### config.mk
export PLATFORM = sky130hd
export DESIGN_NAME = lsw_top
export DESIGN_NICKNAME = d
export VERILOG_FILES = /design/src/lsw_top.v /design/src/lsw_sync.v /design/src/lsw_fifo.v
export VERILOG_INCLUDE_DIRS = /design/src
export SDC_FILE = /design/constraint.sdc
export NUM_CORES = 1
export LEC_CHECK = 0
export ABC_AREA = 1
export BUFFER_PORTS_ARGS = -buffer_cell sky130_fd_sc_hd__buf_4
export CAP_MARGIN = 25
export CORE_MARGIN = 5
export CORE_UTILIZATION = 65
export CTS_BUF_LIST = sky130_fd_sc_hd__clkbuf_4 sky130_fd_sc_hd__clkbuf_8
export DETAILED_ROUTE_END_ITERATION = 6
export PLACE_DENSITY = 0.86
export SLEW_MARGIN = 40
export SYNTH_ARGS = -nofsm -noshare
export SYNTH_HDL_FRONTEND = slang
export SYNTH_HIERARCHICAL = 1
export SYNTH_SLANG_ARGS = --single-unit
### constraint.sdc
create_clock -name i_core_clk -period 7.8 [get_ports i_core_clk]
set_input_delay 0 -clock i_core_clk [delete_from_list [all_inputs] [get_ports i_core_clk]]
set_output_delay 0 -clock i_core_clk [all_outputs]
set_load 0.1 [all_outputs]
### src/lsw_defs.vh
// Shared constants for the lamp switch serial and pin control block
`ifndef LSW_DEFS_VH
`define LSW_DEFS_VH

// Timing
`define LSW_CLK_PERIOD_NS 4
`define LSW_WD_TIMEOUT_US 100

// Frame layout
`define LSW_FRAME_BITS 5'h10
`define LSW_WD_BIT 15
`define LSW_ADDR_HI 14
`define LSW_ADDR_LO 10

// Register addresses
`define LSW_ADDR_OUT_ON 5'h01
`define LSW_ADDR_DIR_DIS 5'h02
`define LSW_ADDR_CONFIG 5'h03

// Config register fields
`define LSW_CFG_PWM_EN 0
`define LSW_CFG_VDD_FAIL_EN 1
`define LSW_CFG_SENSE_LO 2
`define LSW_CFG_SENSE_HI 4
`define LSW_CFG_SENSE_HIZ 5

// Reset value of the synchronised pin vector (chip select high, enable pin open)
`define LSW_SYNC_RST 15'h1020

`endif

### src/lsw_top.v
// Serial control port, mode control and pin logic of a quad lamp switch
//
// Behaviour
// - Any direct input, wake input or reset pin high wakes the device.
// - With direct control, each direct input drives its power output.
// - In PWM mode the PWM clock is taken from direct input zero.
// - Open-drain fault flag pulls low on any fault; causes only in frames.
// - Reset pin low clears configuration and fail-safe and allows sleep.
// - Reset pin rising starts the watchdog timer.
// - Serial output driven only with chip select low; floating from reset.
// - Chip select rising queues a complete frame; the addressed register is written as it is drained.
// - Chip select falling loads the status snapshot into the shift register.
// - Input sampled on falling clock edges; output changes on rising edges.
// - With chip select high, clock and data are ignored, output floats.
// - Frames are exactly sixteen bits both ways, MSB first.
// - A five-bit address field selects the target register.
// - Output frame reports output status, configuration and key inputs.
// - Logic supply loss and serial link failure lead to fail-safe.
// - Open enable pin arms the watchdog; on timeout outputs follow inputs.
// - Supply failure with its enable bit set makes outputs follow inputs.
// - Configuration selects sense source and can float the sense output.
// - Normal mode serial control; fail-safe follows inputs with defaults.
// - No wake source means sleep with every power output off.
// - Host toggles the top frame bit within the watchdog timeout.
// - In sleep every serial setting reads as zero.
`include "lsw_defs.vh"

module lsw_top #(
  parameter WD_TIMEOUT_CYC = (`LSW_WD_TIMEOUT_US * 1000) / `LSW_CLK_PERIOD_NS,
  parameter WD_W = 24,
  parameter FIFO_DEPTH = 16,
  parameter FIFO_AW = 4
) (
  // Clock and reset
  input wire i_core_clk,
  input wire i_sys_rst,
  // Serial link
  input wire i_sclk,
  input wire i_serial_in,
  input wire i_chip_select_n,
  output wire o_serial_out,
  output reg o_serial_out_oe_n,
  // Control pins
  input wire i_reset_n_pin,
  input wire i_wake,
  input wire [3:0] i_direct_inputs,
  input wire i_watchdog_enable_pin,
  // Analog side status
  input wire i_vdd_fail,
  input wire [3:0] i_fault_detect,
  input wire [3:0] i_pwm_duty,
  // Power and fault pins
  output reg [3:0] o_power_outputs,
  output reg o_pwm_clk,
  output reg o_fault_flag_n_out,
  output reg o_fault_flag_n_oe_n,
  // Sense output control
  output reg [2:0] o_sense_select,
  output reg o_sense_hiz,
  // Mode and frame monitor
  output reg [1:0] o_mode,
  output reg o_frame_overrun,
  output wire o_frame_valid,
  output wire [15:0] o_frame_data,
  input wire i_frame_ready
);

  localparam [1:0] MODE_SLEEP = 2'h0;
  localparam [1:0] MODE_NORMAL = 2'h1;
  localparam [1:0] MODE_FAILSAFE = 2'h2;
  localparam [WD_W-1:0] WD_LAST = WD_TIMEOUT_CYC[WD_W-1:0] - {{(WD_W-1){1'b0}}, 1'b1};

  // Synchronised pins
  wire [14:0] pins_lvl;
  wire sclk_s;
  wire si_s;
  wire cs_n_s;
  wire rst_pin_s;
  wire wake_s;
  wire [3:0] in_s;
  wire wden_s;
  wire vdd_fail_s;
  wire [3:0] fault_s;

  lsw_sync #(
    .WIDTH(15),
    .RST_VAL(`LSW_SYNC_RST)
  ) u_sync (
    .i_core_clk(i_core_clk),
    .i_sys_rst(i_sys_rst),
    .i_async({i_sclk, i_serial_in, i_chip_select_n, i_reset_n_pin, i_wake, i_direct_inputs,
              i_watchdog_enable_pin, i_vdd_fail, i_fault_detect}),
    .o_level(pins_lvl)
  );

  assign sclk_s = pins_lvl[14];
  assign si_s = pins_lvl[13];
  assign cs_n_s = pins_lvl[12];
  assign rst_pin_s = pins_lvl[11];
  assign wake_s = pins_lvl[10];
  assign in_s = pins_lvl[9:6];
  assign wden_s = pins_lvl[5];
  assign vdd_fail_s = pins_lvl[4];
  assign fault_s = pins_lvl[3:0];

  // Previous levels for edge detection
  reg sclk_q_ff;
  reg cs_n_q_ff;
  reg rst_q_ff;
  reg wake_q_ff;
  reg [3:0] in_q_ff;

  always @(posedge i_core_clk or posedge i_sys_rst) begin
    if (i_sys_rst) begin
      sclk_q_ff <= 1'b0;
      cs_n_q_ff <= 1'b1;
      rst_q_ff <= 1'b0;
      wake_q_ff <= 1'b0;
      in_q_ff <= 4'h0;
    end else begin
      sclk_q_ff <= sclk_s;
      cs_n_q_ff <= cs_n_s;
      rst_q_ff <= rst_pin_s;
      wake_q_ff <= wake_s;
      in_q_ff <= in_s;
    end
  end

  // Clock edges count only inside a frame
  wire sclk_rise = sclk_s & ~sclk_q_ff & ~cs_n_s;
  wire sclk_fall = ~sclk_s & sclk_q_ff & ~cs_n_s;
  wire cs_fall = ~cs_n_s & cs_n_q_ff;
  wire cs_rise = cs_n_s & ~cs_n_q_ff;
  wire wake_lvl = rst_pin_s | wake_s | (|in_s);
  wire wake_edge = (rst_pin_s & ~rst_q_ff) | (wake_s & ~wake_q_ff) | (|(in_s & ~in_q_ff));

  // Configuration and mode state
  reg [3:0] on_ff;
  reg [3:0] dir_dis_ff;
  reg pwm_en_ff;
  reg vdd_fail_en_ff;
  reg [2:0] sense_sel_ff;
  reg sense_hiz_ff;
  reg failsafe_ff;
  reg [WD_W-1:0] wd_cnt_ff;
  reg wd_run_ff;
  reg wd_expired_ff;
  reg wd_last_bit_ff;

  // Shift path
  reg [15:0] rx_ff;
  reg [15:0] tx_ff;
  reg [4:0] bit_cnt_ff;
  wire [15:0] status_word;

  // Whole snapshot built from flops, loaded in a single edge
  assign status_word = {o_mode == MODE_NORMAL, failsafe_ff, wden_s, pwm_en_ff,
                        o_power_outputs, fault_s, in_s};

  // Receive on falling, transmit on rising; first rising keeps the MSB in place
  always @(posedge i_core_clk or posedge i_sys_rst) begin
    if (i_sys_rst) begin
      rx_ff <= 16'h0000;
      tx_ff <= 16'h0000;
      bit_cnt_ff <= 5'h00;
    end else if (cs_fall) begin
      tx_ff <= status_word;
      rx_ff <= 16'h0000;
      bit_cnt_ff <= 5'h00;
    end else if (~cs_n_s) begin
      if (sclk_fall) begin
        rx_ff <= {rx_ff[14:0], si_s};
        if (bit_cnt_ff != 5'h1f) begin
          bit_cnt_ff <= bit_cnt_ff + 5'h01;
        end
      end
      if (sclk_rise && bit_cnt_ff != 5'h00) begin
        tx_ff <= {tx_ff[14:0], 1'b0};
      end
    end
  end

  // Output driver follows chip select; floating from reset until the first frame
  always @(posedge i_core_clk or posedge i_sys_rst) begin
    if (i_sys_rst) begin
      o_serial_out_oe_n <= 1'b1;
    end else begin
      o_serial_out_oe_n <= cs_n_s;
    end
  end

  assign o_serial_out = tx_ff[15];

  // Only a complete frame is queued; the serial master cannot be stalled, so a full queue drops
  wire frame_ok = cs_rise & (bit_cnt_ff == `LSW_FRAME_BITS);
  wire fifo_wr_ready;
  wire pop = o_frame_valid & i_frame_ready;
  wire [4:0] frm_addr = o_frame_data[`LSW_ADDR_HI:`LSW_ADDR_LO];
  wire [9:0] frm_data = o_frame_data[`LSW_ADDR_LO-1:0];
  wire frm_wd = o_frame_data[`LSW_WD_BIT];

  lsw_fifo #(
    .WIDTH(16),
    .DEPTH(FIFO_DEPTH),
    .AW(FIFO_AW)
  ) u_fifo (
    .i_core_clk(i_core_clk),
    .i_sys_rst(i_sys_rst),
    .i_wr_valid(frame_ok),
    .i_wr_data(rx_ff),
    .o_wr_ready(fifo_wr_ready),
    .o_rd_valid(o_frame_valid),
    .o_rd_data(o_frame_data),
    .i_rd_ready(i_frame_ready)
  );

  always @(posedge i_core_clk or posedge i_sys_rst) begin
    if (i_sys_rst) begin
      o_frame_overrun <= 1'b0;
    end else begin
      o_frame_overrun <= frame_ok & ~fifo_wr_ready;
    end
  end

  // Defaults apply under reset pin, in sleep and in fail-safe
  wire cfg_clear = ~rst_pin_s | ~wake_lvl | failsafe_ff;

  // Register commit as each queued frame is drained
  always @(posedge i_core_clk or posedge i_sys_rst) begin
    if (i_sys_rst) begin
      on_ff <= 4'h0;
      dir_dis_ff <= 4'h0;
      pwm_en_ff <= 1'b0;
      vdd_fail_en_ff <= 1'b0;
      sense_sel_ff <= 3'h0;
      sense_hiz_ff <= 1'b0;
    end else if (cfg_clear) begin
      on_ff <= 4'h0;
      dir_dis_ff <= 4'h0;
      pwm_en_ff <= 1'b0;
      vdd_fail_en_ff <= 1'b0;
      sense_sel_ff <= 3'h0;
      sense_hiz_ff <= 1'b0;
    end else if (pop) begin
      case (frm_addr)
        `LSW_ADDR_OUT_ON: begin
          on_ff <= frm_data[3:0];
        end
        `LSW_ADDR_DIR_DIS: begin
          dir_dis_ff <= frm_data[3:0];
        end
        `LSW_ADDR_CONFIG: begin
          pwm_en_ff <= frm_data[`LSW_CFG_PWM_EN];
          vdd_fail_en_ff <= frm_data[`LSW_CFG_VDD_FAIL_EN];
          sense_sel_ff <= frm_data[`LSW_CFG_SENSE_HI:`LSW_CFG_SENSE_LO];
          sense_hiz_ff <= frm_data[`LSW_CFG_SENSE_HIZ];
        end
        default: begin
          on_ff <= on_ff;
        end
      endcase
    end
  end

  // Watchdog: started by wake edges, restarted by a toggled top bit
  wire wd_toggle = pop & (frm_wd != wd_last_bit_ff);
  wire fs_exit = pop & frm_wd & ~vdd_fail_s;
  wire wd_kill = ~rst_pin_s | ~wake_lvl | ~wden_s;

  always @(posedge i_core_clk or posedge i_sys_rst) begin
    if (i_sys_rst) begin
      wd_cnt_ff <= {WD_W{1'b0}};
      wd_run_ff <= 1'b0;
      wd_expired_ff <= 1'b0;
      wd_last_bit_ff <= 1'b0;
    end else if (wd_kill) begin
      wd_cnt_ff <= {WD_W{1'b0}};
      wd_run_ff <= 1'b0;
      wd_expired_ff <= 1'b0;
      wd_last_bit_ff <= 1'b0;
    end else begin
      if (pop) begin
        wd_last_bit_ff <= frm_wd;
      end
      if (wake_edge | wd_toggle | (failsafe_ff & fs_exit)) begin
        wd_cnt_ff <= {WD_W{1'b0}};
        wd_run_ff <= 1'b1;
        wd_expired_ff <= 1'b0;
      end else if (wd_run_ff) begin
        if (wd_cnt_ff == WD_LAST) begin
          wd_run_ff <= 1'b0;
          wd_expired_ff <= 1'b1;
        end else begin
          wd_cnt_ff <= wd_cnt_ff + {{(WD_W-1){1'b0}}, 1'b1};
        end
      end
    end
  end

  // Fail-safe is latched; the expiry that set it must not veto the exit frame
  wire fail_cause = (vdd_fail_s & vdd_fail_en_ff) | (wd_expired_ff & wden_s & ~failsafe_ff);

  always @(posedge i_core_clk or posedge i_sys_rst) begin
    if (i_sys_rst) begin
      failsafe_ff <= 1'b0;
    end else if (~rst_pin_s | ~wake_lvl) begin
      failsafe_ff <= 1'b0;
    end else if (fail_cause) begin
      failsafe_ff <= 1'b1;
    end else if (fs_exit) begin
      failsafe_ff <= 1'b0;
    end
  end

  // Output selection per mode
  reg [3:0] nxt_power;
  reg [1:0] nxt_mode;

  always @* begin
    nxt_power = 4'h0;
    nxt_mode = MODE_SLEEP;
    if (!wake_lvl) begin
      nxt_mode = MODE_SLEEP;
      nxt_power = 4'h0;
    end else if (failsafe_ff) begin
      nxt_mode = MODE_FAILSAFE;
      nxt_power = in_s;
    end else begin
      nxt_mode = MODE_NORMAL;
      if (pwm_en_ff) begin
        nxt_power = on_ff & i_pwm_duty;
      end else begin
        nxt_power = (in_s & ~dir_dis_ff) | on_ff;
      end
    end
  end

  // Registered pin outputs
  always @(posedge i_core_clk or posedge i_sys_rst) begin
    if (i_sys_rst) begin
      o_power_outputs <= 4'h0;
      o_mode <= MODE_SLEEP;
      o_pwm_clk <= 1'b0;
      o_fault_flag_n_out <= 1'b0;
      o_fault_flag_n_oe_n <= 1'b1;
      o_sense_select <= 3'h0;
      o_sense_hiz <= 1'b0;
    end else begin
      o_power_outputs <= nxt_power;
      o_mode <= nxt_mode;
      o_pwm_clk <= pwm_en_ff & in_s[0];
      o_fault_flag_n_out <= 1'b0;
      o_fault_flag_n_oe_n <= ~(|fault_s);
      o_sense_select <= sense_sel_ff;
      o_sense_hiz <= sense_hiz_ff;
    end
  end

endmodule // lsw_top

### src/lsw_sync.v
// Three-stage pin synchroniser with agreement filter
module lsw_sync #(
  parameter WIDTH = 1,
  parameter [WIDTH-1:0] RST_VAL = {WIDTH{1'b0}}
) (
  // Clock and reset
  input wire i_core_clk,
  input wire i_sys_rst,
  // Raw pins and filtered levels
  input wire [WIDTH-1:0] i_async,
  output reg [WIDTH-1:0] o_level
);

  reg [WIDTH-1:0] s1_ff;
  reg [WIDTH-1:0] s2_ff;
  reg [WIDTH-1:0] s3_ff;

  // Stage one feeds only stage two; level moves only when stages two and three agree
  always @(posedge i_core_clk or posedge i_sys_rst) begin
    if (i_sys_rst) begin
      s1_ff <= RST_VAL;
      s2_ff <= RST_VAL;
      s3_ff <= RST_VAL;
      o_level <= RST_VAL;
    end else begin
      s1_ff <= i_async;
      s2_ff <= s1_ff;
      s3_ff <= s2_ff;
      o_level <= (s2_ff & s3_ff) | (o_level & (s2_ff ^ s3_ff)) | (o_level & s2_ff & s3_ff);
    end
  end

endmodule // lsw_sync

### src/lsw_fifo.v
// Flop-based frame FIFO with valid/ready on both sides
module lsw_fifo #(
  parameter WIDTH = 16,
  parameter DEPTH = 16,
  parameter AW = 4
) (
  // Clock and reset
  input wire i_core_clk,
  input wire i_sys_rst,
  // Fill side
  input wire i_wr_valid,
  input wire [WIDTH-1:0] i_wr_data,
  output wire o_wr_ready,
  // Drain side
  output wire o_rd_valid,
  output wire [WIDTH-1:0] o_rd_data,
  input wire i_rd_ready
);

  localparam [AW-1:0] PTR_ONE = {{(AW-1){1'b0}}, 1'b1};
  localparam [AW-1:0] PTR_LAST = DEPTH[AW-1:0] - PTR_ONE;
  localparam [AW:0] CNT_ONE = {{AW{1'b0}}, 1'b1};

  reg [WIDTH-1:0] mem_ff [0:DEPTH-1];
  reg [WIDTH-1:0] head_ff;
  reg valid_ff;
  reg [AW-1:0] wr_ptr_ff;
  reg [AW-1:0] rd_ptr_ff;
  reg [AW:0] count_ff;
  reg [AW:0] nxt_count;
  reg [AW-1:0] nxt_rd_ptr;
  wire push;
  wire pop;

  // Drain side leaves flops so the top's outputs carry no mux glitches
  assign o_wr_ready = (count_ff != DEPTH[AW:0]);
  assign o_rd_valid = valid_ff;
  assign o_rd_data = head_ff;
  assign push = i_wr_valid & o_wr_ready;
  assign pop = valid_ff & i_rd_ready;

  // Next occupancy and read pointer; pointers wrap at DEPTH, which need not be a power of two
  always @* begin
    nxt_count = count_ff;
    nxt_rd_ptr = rd_ptr_ff;
    if (push & ~pop) begin
      nxt_count = count_ff + CNT_ONE;
    end else if (pop & ~push) begin
      nxt_count = count_ff - CNT_ONE;
    end
    if (pop) begin
      nxt_rd_ptr = (rd_ptr_ff == PTR_LAST) ? {AW{1'b0}} : rd_ptr_ff + PTR_ONE;
    end
  end

  // Storage and head written without reset; a write into the slot being exposed bypasses the array
  always @(posedge i_core_clk) begin
    if (push) begin
      mem_ff[wr_ptr_ff] <= i_wr_data;
    end
    head_ff <= (push && (wr_ptr_ff == nxt_rd_ptr)) ? i_wr_data : mem_ff[nxt_rd_ptr];
  end

  // Pointers, count and valid need a defined start
  always @(posedge i_core_clk or posedge i_sys_rst) begin
    if (i_sys_rst) begin
      wr_ptr_ff <= {AW{1'b0}};
      rd_ptr_ff <= {AW{1'b0}};
      count_ff <= {(AW+1){1'b0}};
      valid_ff <= 1'b0;
    end else begin
      if (push) begin
        wr_ptr_ff <= (wr_ptr_ff == PTR_LAST) ? {AW{1'b0}} : wr_ptr_ff + PTR_ONE;
      end
      rd_ptr_ff <= nxt_rd_ptr;
      count_ff <= nxt_count;
      valid_ff <= (nxt_count != {(AW+1){1'b0}});
    end
  end

endmodule // lsw_fifo

==> results.toml, run 1 <==
[floorplanning]
io_pins = 55
rows = 60
die-width_um = 176.2
die_h_um = 176.2
dieArea_um2 = 31050
initial_core_util_pct = 66.26
core_um2 = 27100

[layout]
fin_util_pct = 75.37
n_antenna_cell = 0
nNetsFinal = 1792
seqCellArea_um2 = 12140
instances_no_fill = 2171
multi_input_area_um2 = 5060
fillCellCount = 1535
final_common_cell = "nor2_1"
drive_gt1_share_pct = 14.06
syn_to_final_growth_pct = 13.75
final_cell_mix = "301 x nor2_1, 256 x edfxtp_1, 231 x nand2_1"

[yosys]
synth_top_area_cell = "edfxtp_1"
syn-cell-area_um2 = 17960
synth_compound_area_share_pct = 9.525
synth_xor_area_share_pct = 0.5365
async_reset_ff_share_pct = 40.09
synthesis.nets = 1690
synth_top_cells_by_area = "edfxtp_1 43%, dfrtp_1 23%, nor2_1 6.4%"
syn_inst = 1642
synth_fa_ha_area_share_pct = 1.812
synthFlopType = "edfxtp_1"
synth-seq-area-share_pct = 67.57
avgSynthCellArea_um2 = 10.94
yosys.area_share.simple_pct = 16.13
yosysWarnings = 6
synth_cell_types = 45
synth_top_area_share_pct = 42.81
synth_top_family_by_area = "simple AND/OR/NAND/NOR gates"
ys_seq_elements = 434
synthMuxAreaShare_pct = 0
synth_edf_count = 256

[timing]
tightest_slew_ps = 806.0
fmax_mhz = 237.2
finalSetupViolCount = 0
slew_headroom_pct = 46.27
finalCritPeriodShare_pct = 54.06
setup-tns-final_ps = 0
final_hold_viol_count = 0
slew_violations = 0
holdWs_ps = 47.46
period_minus_slack_ps = 4217
skew_ps = 23.81
rsz0062_at_grt = "false"

[clocking]
numClockSinks = 434
cts_tree = "built"
clk_pin_slew_worst_paths_ps = 60
clk_path_buf_depth = 3
cts_root_buf = "clkbuf_8"
numCtsBuffers = 68
clock_latency_ps = 590
cts_htree_levels = 3
cts_setup_buffers = 0

[grt]
grt_start_max_net_pins = 88
grt_pass1_vias = 12810
grt_pass1_wl_mm = 67.00
grt_antenna_before_repair = 0
grt_overflow = 0
met3_usage_pct = 5.610
busiest_layer = "met2"
grt_usage_pct = 27.47
use_met1_pct = 36.99
use_met2_pct = 44.48

[min_path]
hp-class = "in2async"

[setup_path]
slowest_stage = "clkinv_2"
critPathRequiredTime_ps = 8250
start_kind = "register"
crit_path_end_kind = "register"
r2r_slack_ps = 3580
critPathKind = "reg2reg"
reg2reg_to = "sense_sel_ff[0]"
crit_fanout = 74
cp.arrival_ps = 4660
cp_num_buf_inv = 3
worstPathCellList = "clkinv_2 > buf_4 > nor2_1 > nor2_1 > o21ai_0 > o211ai_1 > o211ai_1 > nand2_1 > nor2_1 > nand4_1 > nand2_1 > clkinv_1 > nand2_1 > o21ai_0"
crit_family = "buffers and inverters"
reg2reg_depth = 14
cp_slowest_stage_delay_ps = 770

[routing]
wire_per_inst_um = 19.58
finalWirelength_mm = 42.52
drcViolationCount = 1
drt_iter0_drc = 1901
viasPerCell = 5.979
ant_nets = 0
drtPass1Iterations = 7
num_vias = 12980

[job]
max_cap_violations = 0

[power]
p_leak_nw = 7.991
powerDensity_nw_per_um2 = 386.9
ir_drop_uv = 230.8

[place]
port_buffers = 53
dp_cells = 2023
gp_congestion = 0.8534
dpl.hpwl_mm = 24.01

[outcome]
violations = "DRC"
status = "complete, but fails checks"
state kept, by name (all words and copies together), names as in the netlist, 2 cells and up, named ones only:
name              flops
bit_cnt_ff            5
dir_dis_ff            4
in_q_ff               4
o_mode                2
o_power_outputs       4
o_sense_select        3
on_ff                 4
rx_ff                16
sense_sel_ff          3
tx_ff                16
u_fifo/count_ff       5
u_fifo/mem_ff       256
u_fifo/rd_ptr_ff      4
u_fifo/wr_ptr_ff      4
u_sync/o_level       15
u_sync/s1_ff         15
u_sync/s2_ff         15
u_sync/s3_ff         15
wd_cnt_ff            24
final cells by class:
cell class	count	share of cell area [%]
well taps	372	2.279
inverters	115	2.132
multi-input cells	1025	24.77
repair buffers	100	4.055
clock inverters	19	0.9433
clock buffers	106	6.377
flip-flops and latches	434	59.44
per-layer routing:
| metal | part of all wire (%) | wire (µm) |
|---|---|---|
| met3 | 11 | 4705 |
| met2 | 48 | 20310 |
| met1 | 38 | 15970 |
| met4 | 3.6 | 1534 |
| met5 | 0 | 0 |
worst register-to-register path: cells and delay by family (launching register included):
family / cells / cell delay (ps)
buf+inv: 3 / 1650
compound gates: 4 / 490
simple gates: 7 / 1220
flops: 1 / 720
Yosys cell counts (all sizes together), types with 3 or more instances:
master and number:
nand2 237, dfxtp 4, a21oi 28, o22ai 3
ha 26, o21ai 191, edfxtp 256, nor3 15
nand3 95, nor2 319, clkbuf 32, xor2 11
buf 36, nand4 16, inv 113, dfstp 10
dfrtp 164, o211ai 68
through the flow:
step	cell area, µm²	total power [mW]	setup slack [ps]
detailed placement	18680	5.781	3772
global route	20430	8.251	3295
finish	20430	7.904	3583
CTS	20400	7.868	3611
global placement	18670	5.677	3921
floorplan	17960	5.093	4984
where the power goes:
part / switching (mW) / internal, mW
combinational: 1.99 / 0.625
clock: 0.880 / 1.18
sequential: 0.397 / 2.83
how the worst max path moves through the flow:
stage | endpoint | slack, ps | cells after the start
after floorplan | vdd_fail_en_ff | 4980 | 16
after global placement | pwm_en_ff | 3920 | 14
after detailed placement | sense_sel_ff[0] | 3770 | 14
after CTS | sense_sel_ff[0] | 3610 | 14
after global routing | sense_sel_ff[0] | 3300 | 14
final | sense_sel_ff[0] | 3580 | 14
kinds of logic after synthesis:
| family | count (synthesis) |
|---|---|
| simple gates | 689 |
| compound gates | 298 |
| xor+xnor | 11 |
| flops | 434 |
| buf+inv | 183 |
| other cells | 1 |
| fa+ha+maj | 26 |
repair_timing:
action | 4_1_cts | 5_1_grt
resized for setup | 0 | 0
hold buffers | 22 | 0
hold endpoints to repair | 190 | 0
No activity file was read; power rests on OpenSTA's default activity.
==> run 2: changes to the inputs <==
ABC_AREA = 0   (was 1)
CORE_UTILIZATION = 64   (was 65)
PLACE_DENSITY = 0.85   (was 0.86)
clock period = 4.1 ns   (was 7.8 ns; I/O delays follow)
==> run 2 against run 1 <==
The run now ends clean. Area after synthesis down 5.4%. Power up 44%. Non-clock buffer count up 7. Worst setup slack worse by 2800 ps. Sequential share of layout area up 3.0 points. Via count down 24%. Critical endpoint is now u_fifo/mem_ff[6][13].
==> results.toml, run 2 <==
[clocking]
ctsHoldBuffers = 21
cts_setup_buffers = 0
clk_pin_slew_worst_paths_ps = 60
numClockSinks = 434
cts_root_buf = "clkbuf_8"
ctsResizeCount = 0
numCtsBuffers = 67
cts_tree = "built"
cts_htree_levels = 3
clock_latency_ps = 600
clk_path_buf_depth = 3

[grt]
grt_pass1_wl_mm = 58.64
grt_start_max_net_pins = 69
grt_antenna_before_repair = 0
grt_usage_pct = 25.50
grt_overflow = 0
grt_pass1_vias = 10260

[routing]
drt_iter0_drc = 1120
drtPass1Iterations = 6
ant_nets = 0
viasPerCell = 6.343
num_vias = 9831
wire_per_inst_um = 24.15
finalWirelength_mm = 37.44
drcViolationCount = 0

[yosys]
async_reset_ff_share_pct = 40.09
synth_top_cells_by_count = "256 x edfxtp_1, 164 x dfrtp_1, 97 x nand2_1"
synthesis.nets = 1076
ys_seq_elements = 434
synthFlopType = "edfxtp_1"
syn-cell-area_um2 = 16990
yosysWarnings = 6
synth_cell_types = 60
synth_top_area_cell = "edfxtp_1"
synth_edf_count = 256
synth_top_cells_by_area = "edfxtp_1 45%, dfrtp_1 24%, mux4_2 11%"
avgSynthCellArea_um2 = 16.53
syn_inst = 1028
synth_most_common_cell = "edfxtp_1"
synth_top_area_share_pct = 45.25
synth-seq-area-share_pct = 71.42

[layout]
final_common_cell = "edfxtp_1"
final_design_area_no_fill_um2 = 19450
n_antenna_cell = 0
largestRegisters = "u_fifo/mem_ff: 256 flops, wd_cnt_ff: 24 flops"
largest_register_ffs = 256
drive_gt1_share_pct = 25.68
nNetsFinal = 1209
fillCellCount = 1449
syn_to_final_growth_pct = 14.49
largest-register = "u_fifo/mem_ff"
final_cell_mix = "256 x edfxtp_1, 164 x dfrtp_1, 97 x nand2_1"

[power]
power_frac_clock_pct = 31.3
p_int_mw = 7.720
powerDensity_nw_per_um2 = 586.6
seqPwrFrac_pct = 45.5
switching_share_pct = 32.34
p_sw_mw = 3.691
p_leak_nw = 7.394
ir_drop_uv = 374.6
pwr-share-comb_pct = 23.2

[setup_path]
crit_fanout = 16
critPathKind = "reg2reg"
cp.arrival_ps = 3560
start_kind = "register"
crit_path_end_kind = "register"
critPathRequiredTime_ps = 4330

[timing]
period_minus_slack_ps = 3330
setup-tns-final_ps = 0
final_hold_viol_count = 0
tightest_slew_ps = 786.1
slew_headroom_pct = 47.47
rsz0062_at_grt = "false"
fmax_mhz = 300.3
slew_violations = 0
finalCritPeriodShare_pct = 81.23
skew_ps = 33.55
finalSetupViolCount = 0

[outcome]
status = "complete, no violations"

[place]
dpl.hpwl_mm = 22.73
port_buffers = 53
placed_area_um2 = 17870
gp_congestion = 0.8493

[floorplanning]
die-width_um = 172.9
die_h_um = 172.9
initial_core_util_pct = 65.01
dieArea_um2 = 29900
core_um2 = 26130
rows = 59
io_pins = 55

[min_path]
hp-class = "in2reg"

[job]
max_cap_violations = 0
run 2: changes by cell type after synthesis, sizes merged, moves of 17 or more:
cell	previous run	this run
nor2	319	46
o21ai	191	38
nand2	237	98
inv	113	17
mux4	0	80
o211ai	68	1
nand3	95	38
mux2i	0	29
a21oi	28	45
run 2: routing by layer:
metal	up-vias	wire length [µm]	global-route usage, %
li1	4202	-	-
met2	559	19110	42.53
met5	-	0	0
met4	0	1465	10.84
met3	112	3321	4.978
met1	4958	13540	33.44
run 2: per-stage QoR:
step / hold WS [ps] / utilization (%) / cells / setup slack [ps] / power, mW
2_1_floorplan: -110.8 / - / 1028 / 555.1 / 7.228
3_3_place_gp: 108.2 / 68.40 / 1406 / 949.1 / 7.795
3_5_place_dp: 110.4 / 68.40 / 1406 / 823.2 / 7.877
4_1_cts: 36.11 / 74.41 / 1550 / 785.9 / 11.46
5_1_grt: 44.84 / 74.43 / 1550 / 581.6 / 11.87
6_report: 57.14 / 74.43 / 1550 / 769.5 / 11.41
run 2: kinds of logic after synthesis:
family,after synthesis,share of synthesized area (%)
other,1,0.02207
AOI/OAI and AO/OA,100,3.174
muxes,110,12.38
adders and majority gates,27,1.974
DFF,434,71.42
xor gates and xnor gates,23,1.186
buffers and inverters,60,1.569
and+or+nand+nor,273,8.278
run 2: critical path, cell delays in order, from the launching register on:
cell and delay, ps:
dfrtp_1 400, inv_1 90, ha_1 140, or3b_2 470
nor3_1 580, and2_4 360, nand2_1 120, nor2_1 270
and2_1 190, buf_4 360
run 2: area by class of cell:
cell class,instances,area [µm²],share of cell area [%]
clock buffers,102,1247,6.413
clock inverters,21,113.9,0.5854
inverters,17,68.82,0.3538
multi-input cells,534,4607,23.68
flip-flops and latches,434,12140,62.41
well taps,335,419.2,2.155
repair buffers,107,855.8,4.400
run 2: worst paths after layout:
path | slack (ps) | from | to | cells past startpoint
max in group asynchronous | 3110 | i_sys_rst | o_sense_select[0] | 4
min in group asynchronous | 70 | i_sys_rst | u_fifo/wr_ptr_ff[0] | 3
worst min register to register | 340 | u_sync/s1_ff[13] | u_sync/s2_ff[13] | 0
worst max-delay path | 770 | bit_cnt_ff[0] | u_fifo/mem_ff[6][13] | 9
worst min-delay path | 60 | i_serial_in | u_sync/s1_ff[13] | 2
worst max register to register | 770 | bit_cnt_ff[0] | u_fifo/mem_ff[6][13] | 9
run 2: power groups by stage:
| stage | sequential [mW] | combinational (mW) | clock, mW |
|---|---|---|---|
| after floorplan | 5.20 | 2.03 | 0 |
| after global placement | 5.23 | 2.56 | 0 |
| after detailed placement | 5.26 | 2.62 | 0 |
| after CTS | 5.18 | 2.65 | 3.63 |
| after global routing | 5.23 | 2.78 | 3.86 |
| final | 5.19 | 2.65 | 3.58 |
